===== src/hdl/pir_pkg.sv =====
// Shared constants and types for the packet identify responder
package pir_pkg;

  ////////////////////////////////////////////////////////////////////////////
  // Command and block geometry
  localparam logic [7:0] PIR_CMD_IDENTIFY = 8'ha1;
  localparam int         PIR_WORDS        = 256;
  localparam int         PIR_FIFO_DEPTH   = 8;
  localparam int         PIR_WORD_W       = 16;

  ////////////////////////////////////////////////////////////////////////////
  // Word indices inside the identification block
  localparam logic [7:0] PIR_W_GENCFG    = 8'h00;
  localparam logic [7:0] PIR_W_SERIAL    = 8'h0a;
  localparam logic [7:0] PIR_W_SERIAL_E  = 8'h13;
  localparam logic [7:0] PIR_W_FWREV     = 8'h17;
  localparam logic [7:0] PIR_W_FWREV_E   = 8'h1a;
  localparam logic [7:0] PIR_W_MODEL     = 8'h1b;
  localparam logic [7:0] PIR_W_MODEL_E   = 8'h2e;
  localparam logic [7:0] PIR_W_CAPS      = 8'h31;
  localparam logic [7:0] PIR_W_PIOMODE   = 8'h33;
  localparam logic [7:0] PIR_W_VALID     = 8'h35;

  // String lengths in characters
  localparam int PIR_SERIAL_CH = 20;
  localparam int PIR_FWREV_CH  = 8;
  localparam int PIR_MODEL_CH  = 40;

  ////////////////////////////////////////////////////////////////////////////
  // Field codes of the general configuration word
  localparam logic [1:0] PIR_DEVTYPE_PACKET = 2'b10;
  localparam logic [1:0] PIR_DRQ_3MS        = 2'b00;
  localparam logic [1:0] PIR_DRQ_RSVD       = 2'b11;
  localparam logic [1:0] PIR_PKT_12B        = 2'b00;

  ////////////////////////////////////////////////////////////////////////////
  // Static configuration the device reports
  typedef struct packed {
    logic [4:0] cmd_set;
    logic       removable;
    logic [1:0] drq_type;
    logic [1:0] pkt_len;
    logic [7:0] caps;
    logic [7:0] vend_caps;
    logic [7:0] pio_mode;
    logic [7:0] vend_pio;
    logic [2:0] valid_flags;
  } pir_cfg_t;

  // Task-file status bits as the host sees them
  typedef struct packed {
    logic bsy;
    logic drdy;
    logic df;
    logic drq;
    logic err;
  } pir_status_t;

endpackage


===== src/hdl/pir_fifo.sv =====
// Word FIFO with valid/ready on both sides and a synchronous clear
`timescale 1ns/1ns
module pir_fifo #(
  parameter int WIDTH = 16,
  parameter int DEPTH = 8
) (
  // Clock and reset
  input  wire logic             ref_clk,
  input  wire logic             rst_n,
  input  wire logic             clear,
  // Fill side
  input  wire logic             in_valid,
  output logic                  in_ready,
  input  wire logic [WIDTH-1:0] in_data,
  // Drain side
  output logic                  out_valid,
  input  wire logic             out_ready,
  output logic      [WIDTH-1:0] out_data
);

  localparam int AW = $clog2(DEPTH);

  initial begin
    if (DEPTH < 2 || (1 << AW) != DEPTH) begin
      $error("pir_fifo: DEPTH must be a power of two of at least 2");
    end
  end

  logic [WIDTH-1:0] mem [DEPTH];
  logic [AW:0]      wr_ptr_r;
  logic [AW:0]      rd_ptr_r;

  wire logic full  = (wr_ptr_r[AW] != rd_ptr_r[AW]) && (wr_ptr_r[AW-1:0] == rd_ptr_r[AW-1:0]);
  wire logic empty = (wr_ptr_r == rd_ptr_r);
  wire logic push  = in_valid && !full;
  wire logic pop   = out_ready && !empty;

  assign in_ready  = !full;
  assign out_valid = !empty;
  assign out_data  = mem[rd_ptr_r[AW-1:0]];

  always_ff @(posedge ref_clk) begin
    if (push) begin
      mem[wr_ptr_r[AW-1:0]] <= in_data;
    end
  end

  always_ff @(posedge ref_clk) begin
    if (!rst_n || clear) begin
      wr_ptr_r <= '0;
      rd_ptr_r <= '0;
    end else begin
      if (push) wr_ptr_r <= wr_ptr_r + 1'b1;
      if (pop)  rd_ptr_r <= rd_ptr_r + 1'b1;
    end
  end

endmodule


===== src/hdl/pir_responder.sv =====
// Device-side identify packet device command engine with word data phase
// What this block does
// [RQ1] Identify command is accepted whatever the device-ready bit shows.
// [RQ2] On the command: set busy, build 256 words, set data request, clear busy.
// [RQ3] Interrupt request raised with data request only when interrupt disable is low.
// [RQ4] Host fetches the words by successive data register reads.
// [RQ5] All reserved bits and reserved words read back as zero.
// [RQ6] Bit-field words put bit n on data line n.
// [RQ7] Number words put the most significant bit on line 15.
// [RQ8] A 32-bit value goes low half first, then high half.
// [RQ9] Strings pack two characters per word, earlier character in high byte.
// [RQ10] Word 0 bits 15-14 report binary 10, the packet device type.
// [RQ11] Word 0 reports command packet set in bits 12-8, removable in bit 7.
// [RQ12] Word 0 bits 6-5 report data request timing; pattern 11 is reserved.
// [RQ13] Word 0 bits 1-0 report packet length; 1x patterns are reserved.
// [RQ14] Words 10 to 19 carry the twenty-character serial number.
// [RQ15] Words 23-26 carry firmware revision, words 27-46 the model name.
// [RQ16] Word 49 high byte reports capabilities, low byte vendor defined.
// [RQ17] Word 51 high byte reports the PIO mode, low byte vendor defined.
// [RQ18] Word 53 bits 2-0 flag validity of word 88, 64-70, 54-58.
// [RQ19] Normal end: busy, data request, fault, error clear; device ready set.
// [RQ20] Without the command: aborted-command error; with it: no error.
// [RQ21] After the last of 256 words is read, data request clears.
`timescale 1ns/1ns
module pir_responder
  import pir_pkg::*;
#(
  parameter bit                       IMPLEMENTED = 1'b1,
  parameter logic [8*PIR_SERIAL_CH-1:0] SERIAL_STR  = {PIR_SERIAL_CH{8'h20}},
  parameter logic [8*PIR_FWREV_CH-1:0]  FWREV_STR   = {PIR_FWREV_CH{8'h20}},
  parameter logic [8*PIR_MODEL_CH-1:0]  MODEL_STR   = {PIR_MODEL_CH{8'h20}},
  parameter int                       FIFO_DEPTH  = PIR_FIFO_DEPTH
) (
  // Clock and reset
  input  wire logic                  ref_clk,
  input  wire logic                  rst_n,
  // Command register write
  input  wire logic                  cmd_wr,
  input  wire logic [7:0]            cmd_code,
  // Control from the device control register
  input  wire logic                  int_dis,
  // Register reads by the host
  input  wire logic                  data_rd,
  input  wire logic                  status_rd,
  // Static identification content
  input  wire pir_pkg::pir_cfg_t     cfg,
  // Results toward the host
  output logic [PIR_WORD_W-1:0]      data_out,
  output pir_pkg::pir_status_t       status,
  output logic                       abort_err,
  output logic                       intrq
);

  initial begin
    if (FIFO_DEPTH < 2 || FIFO_DEPTH > PIR_WORDS) begin
      $error("pir_responder: FIFO_DEPTH out of range");
    end
  end

  ////////////////////////////////////////////////////////////////////////////
  // Word builder helpers

  // Pick word k of a packed string; the first character sits in the top byte
  function automatic logic [15:0] str_word(input logic [8*PIR_MODEL_CH-1:0] s,
                                           input int chars,
                                           input logic [7:0] k);
    int top;
    top = 8 * chars - 1 - 16 * int'(k);
    str_word = s[top -: 16]; // see [RQ9]
  endfunction

  // Reserved code points are never reported; fall back to the base code
  function automatic logic [1:0] drq_code(input logic [1:0] c);
    drq_code = (c == PIR_DRQ_RSVD) ? PIR_DRQ_3MS : c; // see [RQ12]
  endfunction

  function automatic logic [1:0] pkt_code(input logic [1:0] c);
    pkt_code = c[1] ? PIR_PKT_12B : c; // see [RQ13]
  endfunction

  // Half of a 32-bit value: index 0 gives bits 15:0, index 1 bits 31:16
  function automatic logic [15:0] half32(input logic [31:0] v, input logic upper);
    half32 = upper ? v[31:16] : v[15:0]; // see [RQ8]
  endfunction

  ////////////////////////////////////////////////////////////////////////////
  // Identification content for one word index
  logic [7:0]  gen_idx;
  logic [15:0] gen_word;

  wire logic [8*PIR_MODEL_CH-1:0] serial_ext = {{(8*(PIR_MODEL_CH-PIR_SERIAL_CH)){1'b0}},
                                                SERIAL_STR};
  wire logic [8*PIR_MODEL_CH-1:0] fwrev_ext  = {{(8*(PIR_MODEL_CH-PIR_FWREV_CH)){1'b0}},
                                                FWREV_STR};

  wire logic [15:0] w_gencfg = {PIR_DEVTYPE_PACKET,      // see [RQ10]
                                1'b0,                    // see [RQ5]
                                cfg.cmd_set,             // see [RQ11]
                                cfg.removable,           // see [RQ11]
                                drq_code(cfg.drq_type),  // see [RQ12]
                                3'h0,                    // see [RQ5]
                                pkt_code(cfg.pkt_len)};  // see [RQ13]

  wire logic [15:0] w_caps    = {cfg.caps, cfg.vend_caps};     // see [RQ16]
  wire logic [15:0] w_piomode = {cfg.pio_mode, cfg.vend_pio};  // see [RQ17] [RQ7]
  wire logic [15:0] w_valid   = {13'h0000, cfg.valid_flags};   // see [RQ18] [RQ6]

  wire logic in_serial = (gen_idx >= PIR_W_SERIAL) && (gen_idx <= PIR_W_SERIAL_E);
  wire logic in_fwrev  = (gen_idx >= PIR_W_FWREV)  && (gen_idx <= PIR_W_FWREV_E);
  wire logic in_model  = (gen_idx >= PIR_W_MODEL)  && (gen_idx <= PIR_W_MODEL_E);

  // Bit-field words keep bit n on data line n, numbers keep their MSB on line 15
  always_comb begin
    gen_word = 16'h0000; // see [RQ5]
    if (gen_idx == PIR_W_GENCFG) begin
      gen_word = w_gencfg; // see [RQ6]
    end else if (in_serial) begin
      gen_word = str_word(serial_ext, PIR_SERIAL_CH, gen_idx - PIR_W_SERIAL); // see [RQ14]
    end else if (in_fwrev) begin
      gen_word = str_word(fwrev_ext, PIR_FWREV_CH, gen_idx - PIR_W_FWREV); // see [RQ15]
    end else if (in_model) begin
      gen_word = str_word(MODEL_STR, PIR_MODEL_CH, gen_idx - PIR_W_MODEL); // see [RQ15]
    end else if (gen_idx == PIR_W_CAPS) begin
      gen_word = w_caps;
    end else if (gen_idx == PIR_W_PIOMODE) begin
      gen_word = w_piomode;
    end else if (gen_idx == PIR_W_VALID) begin
      gen_word = w_valid;
    end else if (gen_idx == 8'h39 || gen_idx == 8'h3a) begin
      // Words 57-58 form a 32-bit pair, reserved here and so held at zero
      gen_word = half32(32'h0000_0000, gen_idx[0] == 1'b0); // see [RQ8] [RQ5]
    end
  end

  ////////////////////////////////////////////////////////////////////////////
  // Command sequencer
  typedef enum logic [1:0] {
    PIR_ST_IDLE,
    PIR_ST_PREP,
    PIR_ST_DRQ,
    PIR_ST_XFER
  } pir_state_t;

  pir_state_t state_r;
  pir_state_t state_nxt;

  logic [8:0] gen_cnt_r;
  logic [8:0] rd_cnt_r;
  logic       hold_vld_r;
  logic [15:0] hold_r;
  logic       bsy_r;
  logic       drq_r;
  logic       drdy_r;
  logic       err_r;
  logic       abrt_r;
  logic       intrq_r;

  // A write while busy is ignored; while transferring an identify write restarts the block
  wire logic cmd_take   = cmd_wr && !bsy_r;
  wire logic identify   = cmd_take && (cmd_code == PIR_CMD_IDENTIFY); // see [RQ1]
  wire logic start      = identify && IMPLEMENTED;
  wire logic refuse     = identify && !IMPLEMENTED;                   // see [RQ20]

  wire logic gen_done   = gen_cnt_r == 9'(PIR_WORDS);
  wire logic fifo_in_vld;
  wire logic fifo_in_rdy;
  wire logic fifo_out_vld;
  wire logic fifo_out_rdy;
  wire logic [15:0] fifo_out_data;

  // The generator runs ahead of the host and stalls when the FIFO is full
  assign fifo_in_vld = (state_r != PIR_ST_IDLE) && !gen_done && !start;
  assign gen_idx     = gen_cnt_r[7:0];

  wire logic take      = (state_r == PIR_ST_XFER) && data_rd && hold_vld_r; // see [RQ4]
  wire logic last_take = take && (rd_cnt_r == 9'(PIR_WORDS - 1));           // see [RQ21]
  wire logic hold_load = fifo_out_vld && (!hold_vld_r || take) && !start;

  assign fifo_out_rdy = hold_load;

  // Data request waits until the output word and the FIFO are primed
  wire logic primed = hold_vld_r && (!fifo_in_rdy || gen_done);

  always_comb begin
    state_nxt = state_r;
    unique case (state_r)
      PIR_ST_IDLE: begin
        if (start) state_nxt = PIR_ST_PREP;
      end
      PIR_ST_PREP: begin
        if (primed) state_nxt = PIR_ST_DRQ;
      end
      PIR_ST_DRQ: begin
        state_nxt = PIR_ST_XFER;
      end
      PIR_ST_XFER: begin
        if (start) begin
          state_nxt = PIR_ST_PREP;
        end else if (last_take) begin
          state_nxt = PIR_ST_IDLE;
        end
      end
    endcase
  end

  ////////////////////////////////////////////////////////////////////////////
  // Word buffer between generator and data register
  pir_fifo #(
    .WIDTH (PIR_WORD_W),
    .DEPTH (FIFO_DEPTH)
  ) u_fifo (
    .ref_clk   (ref_clk),
    .rst_n     (rst_n),
    .clear     (start),
    .in_valid  (fifo_in_vld),
    .in_ready  (fifo_in_rdy),
    .in_data   (gen_word),
    .out_valid (fifo_out_vld),
    .out_ready (fifo_out_rdy),
    .out_data  (fifo_out_data)
  );

  ////////////////////////////////////////////////////////////////////////////
  // Sequencer state and counters
  always_ff @(posedge ref_clk) begin
    if (!rst_n) begin
      state_r <= PIR_ST_IDLE;
    end else begin
      state_r <= state_nxt;
    end
  end

  always_ff @(posedge ref_clk) begin
    if (!rst_n || start) begin
      gen_cnt_r <= 9'h000;
    end else if (fifo_in_vld && fifo_in_rdy) begin
      gen_cnt_r <= gen_cnt_r + 9'h001;
    end
  end

  always_ff @(posedge ref_clk) begin
    if (!rst_n || start) begin
      rd_cnt_r <= 9'h000;
    end else if (take) begin
      rd_cnt_r <= rd_cnt_r + 9'h001;
    end
  end

  // Output word register: data_out always shows the next word to be read
  always_ff @(posedge ref_clk) begin
    if (!rst_n || start) begin
      hold_vld_r <= 1'b0;
      hold_r     <= 16'h0000;
    end else if (hold_load) begin
      hold_vld_r <= 1'b1;
      hold_r     <= fifo_out_data;
    end else if (take) begin
      hold_vld_r <= 1'b0;
      hold_r     <= 16'h0000;
    end
  end

  ////////////////////////////////////////////////////////////////////////////
  // Status bits
  wire logic enter_drq = (state_r == PIR_ST_PREP) && primed;
  wire logic enter_xfr = (state_r == PIR_ST_DRQ);

  // Busy rises with the command, data request one cycle before busy falls
  always_ff @(posedge ref_clk) begin
    if (!rst_n) begin
      bsy_r <= 1'b0;
      drq_r <= 1'b0;
    end else begin
      if (start) begin
        bsy_r <= 1'b1; // see [RQ2]
        drq_r <= 1'b0;
      end else begin
        if (enter_drq) drq_r <= 1'b1; // see [RQ2]
        if (enter_xfr) bsy_r <= 1'b0; // see [RQ2]
        if (last_take) drq_r <= 1'b0; // see [RQ21] [RQ19]
      end
    end
  end

  // Ready and error reflect the outcome of the most recent identify command
  always_ff @(posedge ref_clk) begin
    if (!rst_n) begin
      drdy_r <= 1'b0;
      err_r  <= 1'b0;
      abrt_r <= 1'b0;
    end else if (start) begin
      err_r  <= 1'b0; // see [RQ20]
      abrt_r <= 1'b0;
    end else if (refuse) begin
      drdy_r <= 1'b1;
      err_r  <= 1'b1; // see [RQ20]
      abrt_r <= 1'b1;
    end else if (last_take) begin
      drdy_r <= 1'b1; // see [RQ19]
      err_r  <= 1'b0;
    end
  end

  // Interrupt pends until the host reads status, issues a new command or sets int_dis;
  // a new event in the same cycle as the status read wins
  wire logic int_event = (enter_xfr || refuse) && !int_dis; // see [RQ3]

  always_ff @(posedge ref_clk) begin
    if (!rst_n) begin
      intrq_r <= 1'b0;
    end else if (int_event) begin
      intrq_r <= 1'b1; // see [RQ3]
    end else if (status_rd || cmd_take || int_dis) begin
      intrq_r <= 1'b0;
    end
  end

  ////////////////////////////////////////////////////////////////////////////
  // Outputs
  assign data_out    = hold_r;
  assign status.bsy  = bsy_r;
  assign status.drdy = drdy_r;
  assign status.df   = 1'b0; // see [RQ19]
  assign status.drq  = drq_r;
  assign status.err  = err_r;
  assign abort_err   = abrt_r;
  assign intrq       = intrq_r;

endmodule


===== config.mk =====
export PLATFORM = sky130hd
export DESIGN_NAME = pir_responder
export DESIGN_NICKNAME = d
export VERILOG_FILES = /design/src/hdl/pir_pkg.sv /design/src/hdl/pir_fifo.sv /design/src/hdl/pir_responder.sv
export SDC_FILE = /design/constraint.sdc
export NUM_CORES = 1
export LEC_CHECK = 0
export ABC_AREA = 1
export BUFFER_PORTS_ARGS = -buffer_cell sky130_fd_sc_hd__buf_2
export CORE_MARGIN = 1
export CORE_UTILIZATION = 64
export CTS_CLUSTER_DIAMETER = 150
export DETAILED_ROUTE_END_ITERATION = 8
export GPL_TIMING_DRIVEN = 0
export PLACE_DENSITY_LB_ADDON = 0.2
export SLEW_MARGIN = 10
export SYNTH_ARGS = -nofsm -noshare
export SYNTH_HDL_FRONTEND = slang
export SYNTH_SLANG_ARGS = --single-unit

===== constraint.sdc =====
create_clock -name ref_clk -period 8.9 [get_ports ref_clk]
set_input_delay 1.78 -clock ref_clk [delete_from_list [all_inputs] [get_ports ref_clk]]
set_output_delay 1.78 -clock ref_clk [all_outputs]
set_load 0.05 [all_outputs]

==> results.yml <==
power:
  power_density_nw_per_um2: 250
  vdd_drop_max_v: 0.000182
  switching_share_pct: 35.4
  intPower_mw: 1.60
  power_mw: 2.48
  leakagePower_nw: 4.20
  seq_power_share_pct: 40.4
  p_clk_share_pct: 30.0
  p_comb_share_pct: 29.6
  power.switching_mw: 0.878
synth:
  synth-edff-count: 128
  postSynthAreaPerCell_sq_um: 9.27
  syn-instance-count: 926
  synthFlopType: "edfxtp_1"
  yosysWarnings: 0
  synth_area_sq_um: 8590
  ys_seq_area_share_pct: 56.9
  synth_cell_types: 38
  synthArstFlopShare_pct: 0
  ys_seq_elements: 180
route:
  wl_per_cell_um: 17.3
  vias: 7081
  drt_iter0_markers: 903
  drc_errors: 0
  ant_nets: 0
  dr.pass1.iters: 5
  wl_um: 21000
  routed_via_density: 5.82
worst_hold_path:
  worstHoldPathType: "flop to flop"
  whs_endpoint: "drq_r"
  min_delay_path_depth: 2
  min_from: "drq_r"
final_layout:
  final_cell_mix: "nand2_1 (258), edfxtp_1 (128), a21oi_1 (108)"
  nFillCells: 888
  final_common_cell: "nand2_1"
  nNetsFinal: 1108
  area_growth_pct: 15.3
  drive_gt1_share_pct: 18.0
  utilization_pct: 76.9
  n_antenna_cell: 0
clocking:
  postCtsSetupRepairBufs: 0
  cts_buffer_depth: 2
  cts_buffers: 17
  htreeDepth: 4
  cts_tree: "built"
  cts.clk_slew.worst_paths_ns: 0.06
  root_buffer: "clkbuf_16"
  cts-resized-gates: 0
  clock-sinks: 180
  hold_buffers: 0
  clkLatencyLatePin_ns: 0.44
critical_path:
  worstPathCellList: "buf_2 -> inv_1 -> nor2_1 -> nand4_1 -> nand2_1 -> nor2_4 -> nand2_1 -> nor3_2 -> buf_6"
  reg2reg_to: "u_fifo.mem[6][9]"
  cp_common_cell: "nand2_1"
  crit_family: "simple AND/OR/NAND/NOR gates"
  crit_fanout: 10
  crit_required_ns: 9.04
  path_class: "input pin to flop"
  cp_slowest_cell: "nor3_2"
  r2r-start: "gen_cnt_r[1]"
  end_kind: "flop"
  crit_buf_inv: 3
  crit_arrival_ns: 3.56
  reg2regPathDepth: 10
  r2r_setup_slack_ns: 6.04
  slowest_delay_ns: 0.67
  cp-start-kind: "input pin"
sta:
  timing.hold.ws_ns: 0.466
  final_hold_viol_count: 0
  fin_ws_ns: 5.48
  fmax_mhz: 293
  rsz0062_at_grt: "false"
  tightestPinTransition_ns: 1.11
  relSlewSlack_pct: 24.6
  setup_tns_ns: 0
  fin_crit_ns: 3.42
  timing.final.crit_share_pct: 38.4
  setup_viol: 0
  finClkSkew_ns: 0.0135
  slew_viol_final: 0
placed_design:
  portBuffers: 78
  routabilityCongestion: 0.934
  dp_slack_ns: 5.04
  dp_hpwl_um: 14300
floorplanning:
  die-area_sq_um: 13900
  die_h_um: 118
  num_rows: 41
  start_util_pct: 66.7
  coreArea_sq_um: 12900
  ioPinCount: 82
  dieWidth_um: 118
grt:
  grt_pass1_vias: 6649
  grt_max_degree: 17
  grt_pass1_wl_um: 33600
  antenna_found_initial: 0
  grt_overflow: 0
  grt_usage_pct: 31.7
status:
  outcome: "completed"
run:
  maxCapViolCount: 0
## final cells by class
class | instances | area [sq um] | area share [%]
clock inverter | 12 | 141 | 1.43
tap | 172 | 215 | 2.17
sequential | 180 | 4880 | 49.3
inverter | 75 | 283 | 2.86
timing repair buffer | 85 | 492 | 4.97
buffer | 48 | 287 | 2.89
clock buffer | 19 | 433 | 4.37
multi-input combinational | 625 | 3160 | 32.0
## worst max-delay path by stage
stage	startpoint	endpoint	slack (ns)	cells after the start
3_5_place_dp	cmd_wr	u_fifo.mem[6][9]	5.04	9
3_3_place_gp	cmd_wr	u_fifo.mem[6][7]	4.03	8
2_1_floorplan	cmd_code[1]	u_fifo.mem[6][0]	5.01	8
4_1_cts	cmd_wr	u_fifo.mem[6][9]	5.47	9
5_1_grt	cmd_wr	u_fifo.mem[6][9]	5.33	9
6_report	cmd_wr	u_fifo.mem[6][9]	5.48	9
## cells in the mapped netlist (11+ instances only)
master | n | area [sq um]
dfxtp_1 | 52 | 1040
ha_1 | 17 | 213
edfxtp_1 | 128 | 3840
buf_4 | 11 | 82.6
a21oi_1 | 108 | 541
o21ai_0 | 17 | 85.1
nand2_1 | 258 | 968
inv_2 | 11 | 41.3
a22o_1 | 32 | 280
nor2_1 | 50 | 188
nand4_1 | 11 | 68.8
buf_2 | 16 | 80.1
nand3_1 | 84 | 420
inv_1 | 63 | 236
clkbuf_1 | 15 | 56.3
## state kept, by name, summed over array words and instances (netlist names), 2 cells and up, named ones only
name and flops:
rd_cnt_r 9, u_fifo.mem 128, u_fifo.wr_ptr_r 4, gen_cnt_r 9, u_fifo.rd_ptr_r 4, data_out 16, state_r 2
## metrics by stage
step	cells	area, sq um
6_report	1216	9900
5_1_grt	1216	9900
4_1_cts	1216	9900
3_5_place_dp	1185	9330
3_3_place_gp	1178	9200
2_1_floorplan	928	8600
## per-layer routing
| layer | global-route usage (%) | share of wire (%) | vias up |
|---|---|---|---|
| li1 | - | - | 3363 |
| met1 | 43.1 | 40 | 3263 |
| met2 | 50.6 | 48 | 412 |
| met3 | 5.52 | 10 | 43 |
| met4 | 12.7 | 1.7 | 0 |
| met5 | 0 | 0 | - |
## power by group through the flow
stage	logic (mW)	registers, mW	clock network (mW)
2_1_floorplan	0.388	1.13	0
3_3_place_gp	0.695	1.02	0
3_5_place_dp	0.717	1.02	0
4_1_cts	0.725	1.00	0.742
5_1_grt	0.793	1.01	0.775
6_report	0.734	1.00	0.744
## worst register-to-register path: stages, from the launching register on
cell and delay [ns]:
dfxtp_1 0.51, inv_1 0.18, ha_1 0.21, inv_1 0.06, nor2_2 0.04, nand3_2 0.11
nand2_2 0.10, nor2_4 0.23, nand2_1 0.22, nor3_2 0.67, buf_6 0.25
## cell families after synthesis
kind of cell             Yosys count  synth area share, %
AND/OR/NAND/NOR                  431                 21.8
flip-flops                       180                 56.9
AO/OA/AOI/OAI                    165                 11.2
buffers and inverters            123                 6.63
adder cells (fa/ha/maj)           17                 2.48
XOR/XNOR                           9                0.918
other                              1               0.0437
Power figures use the tool's default switching activity.
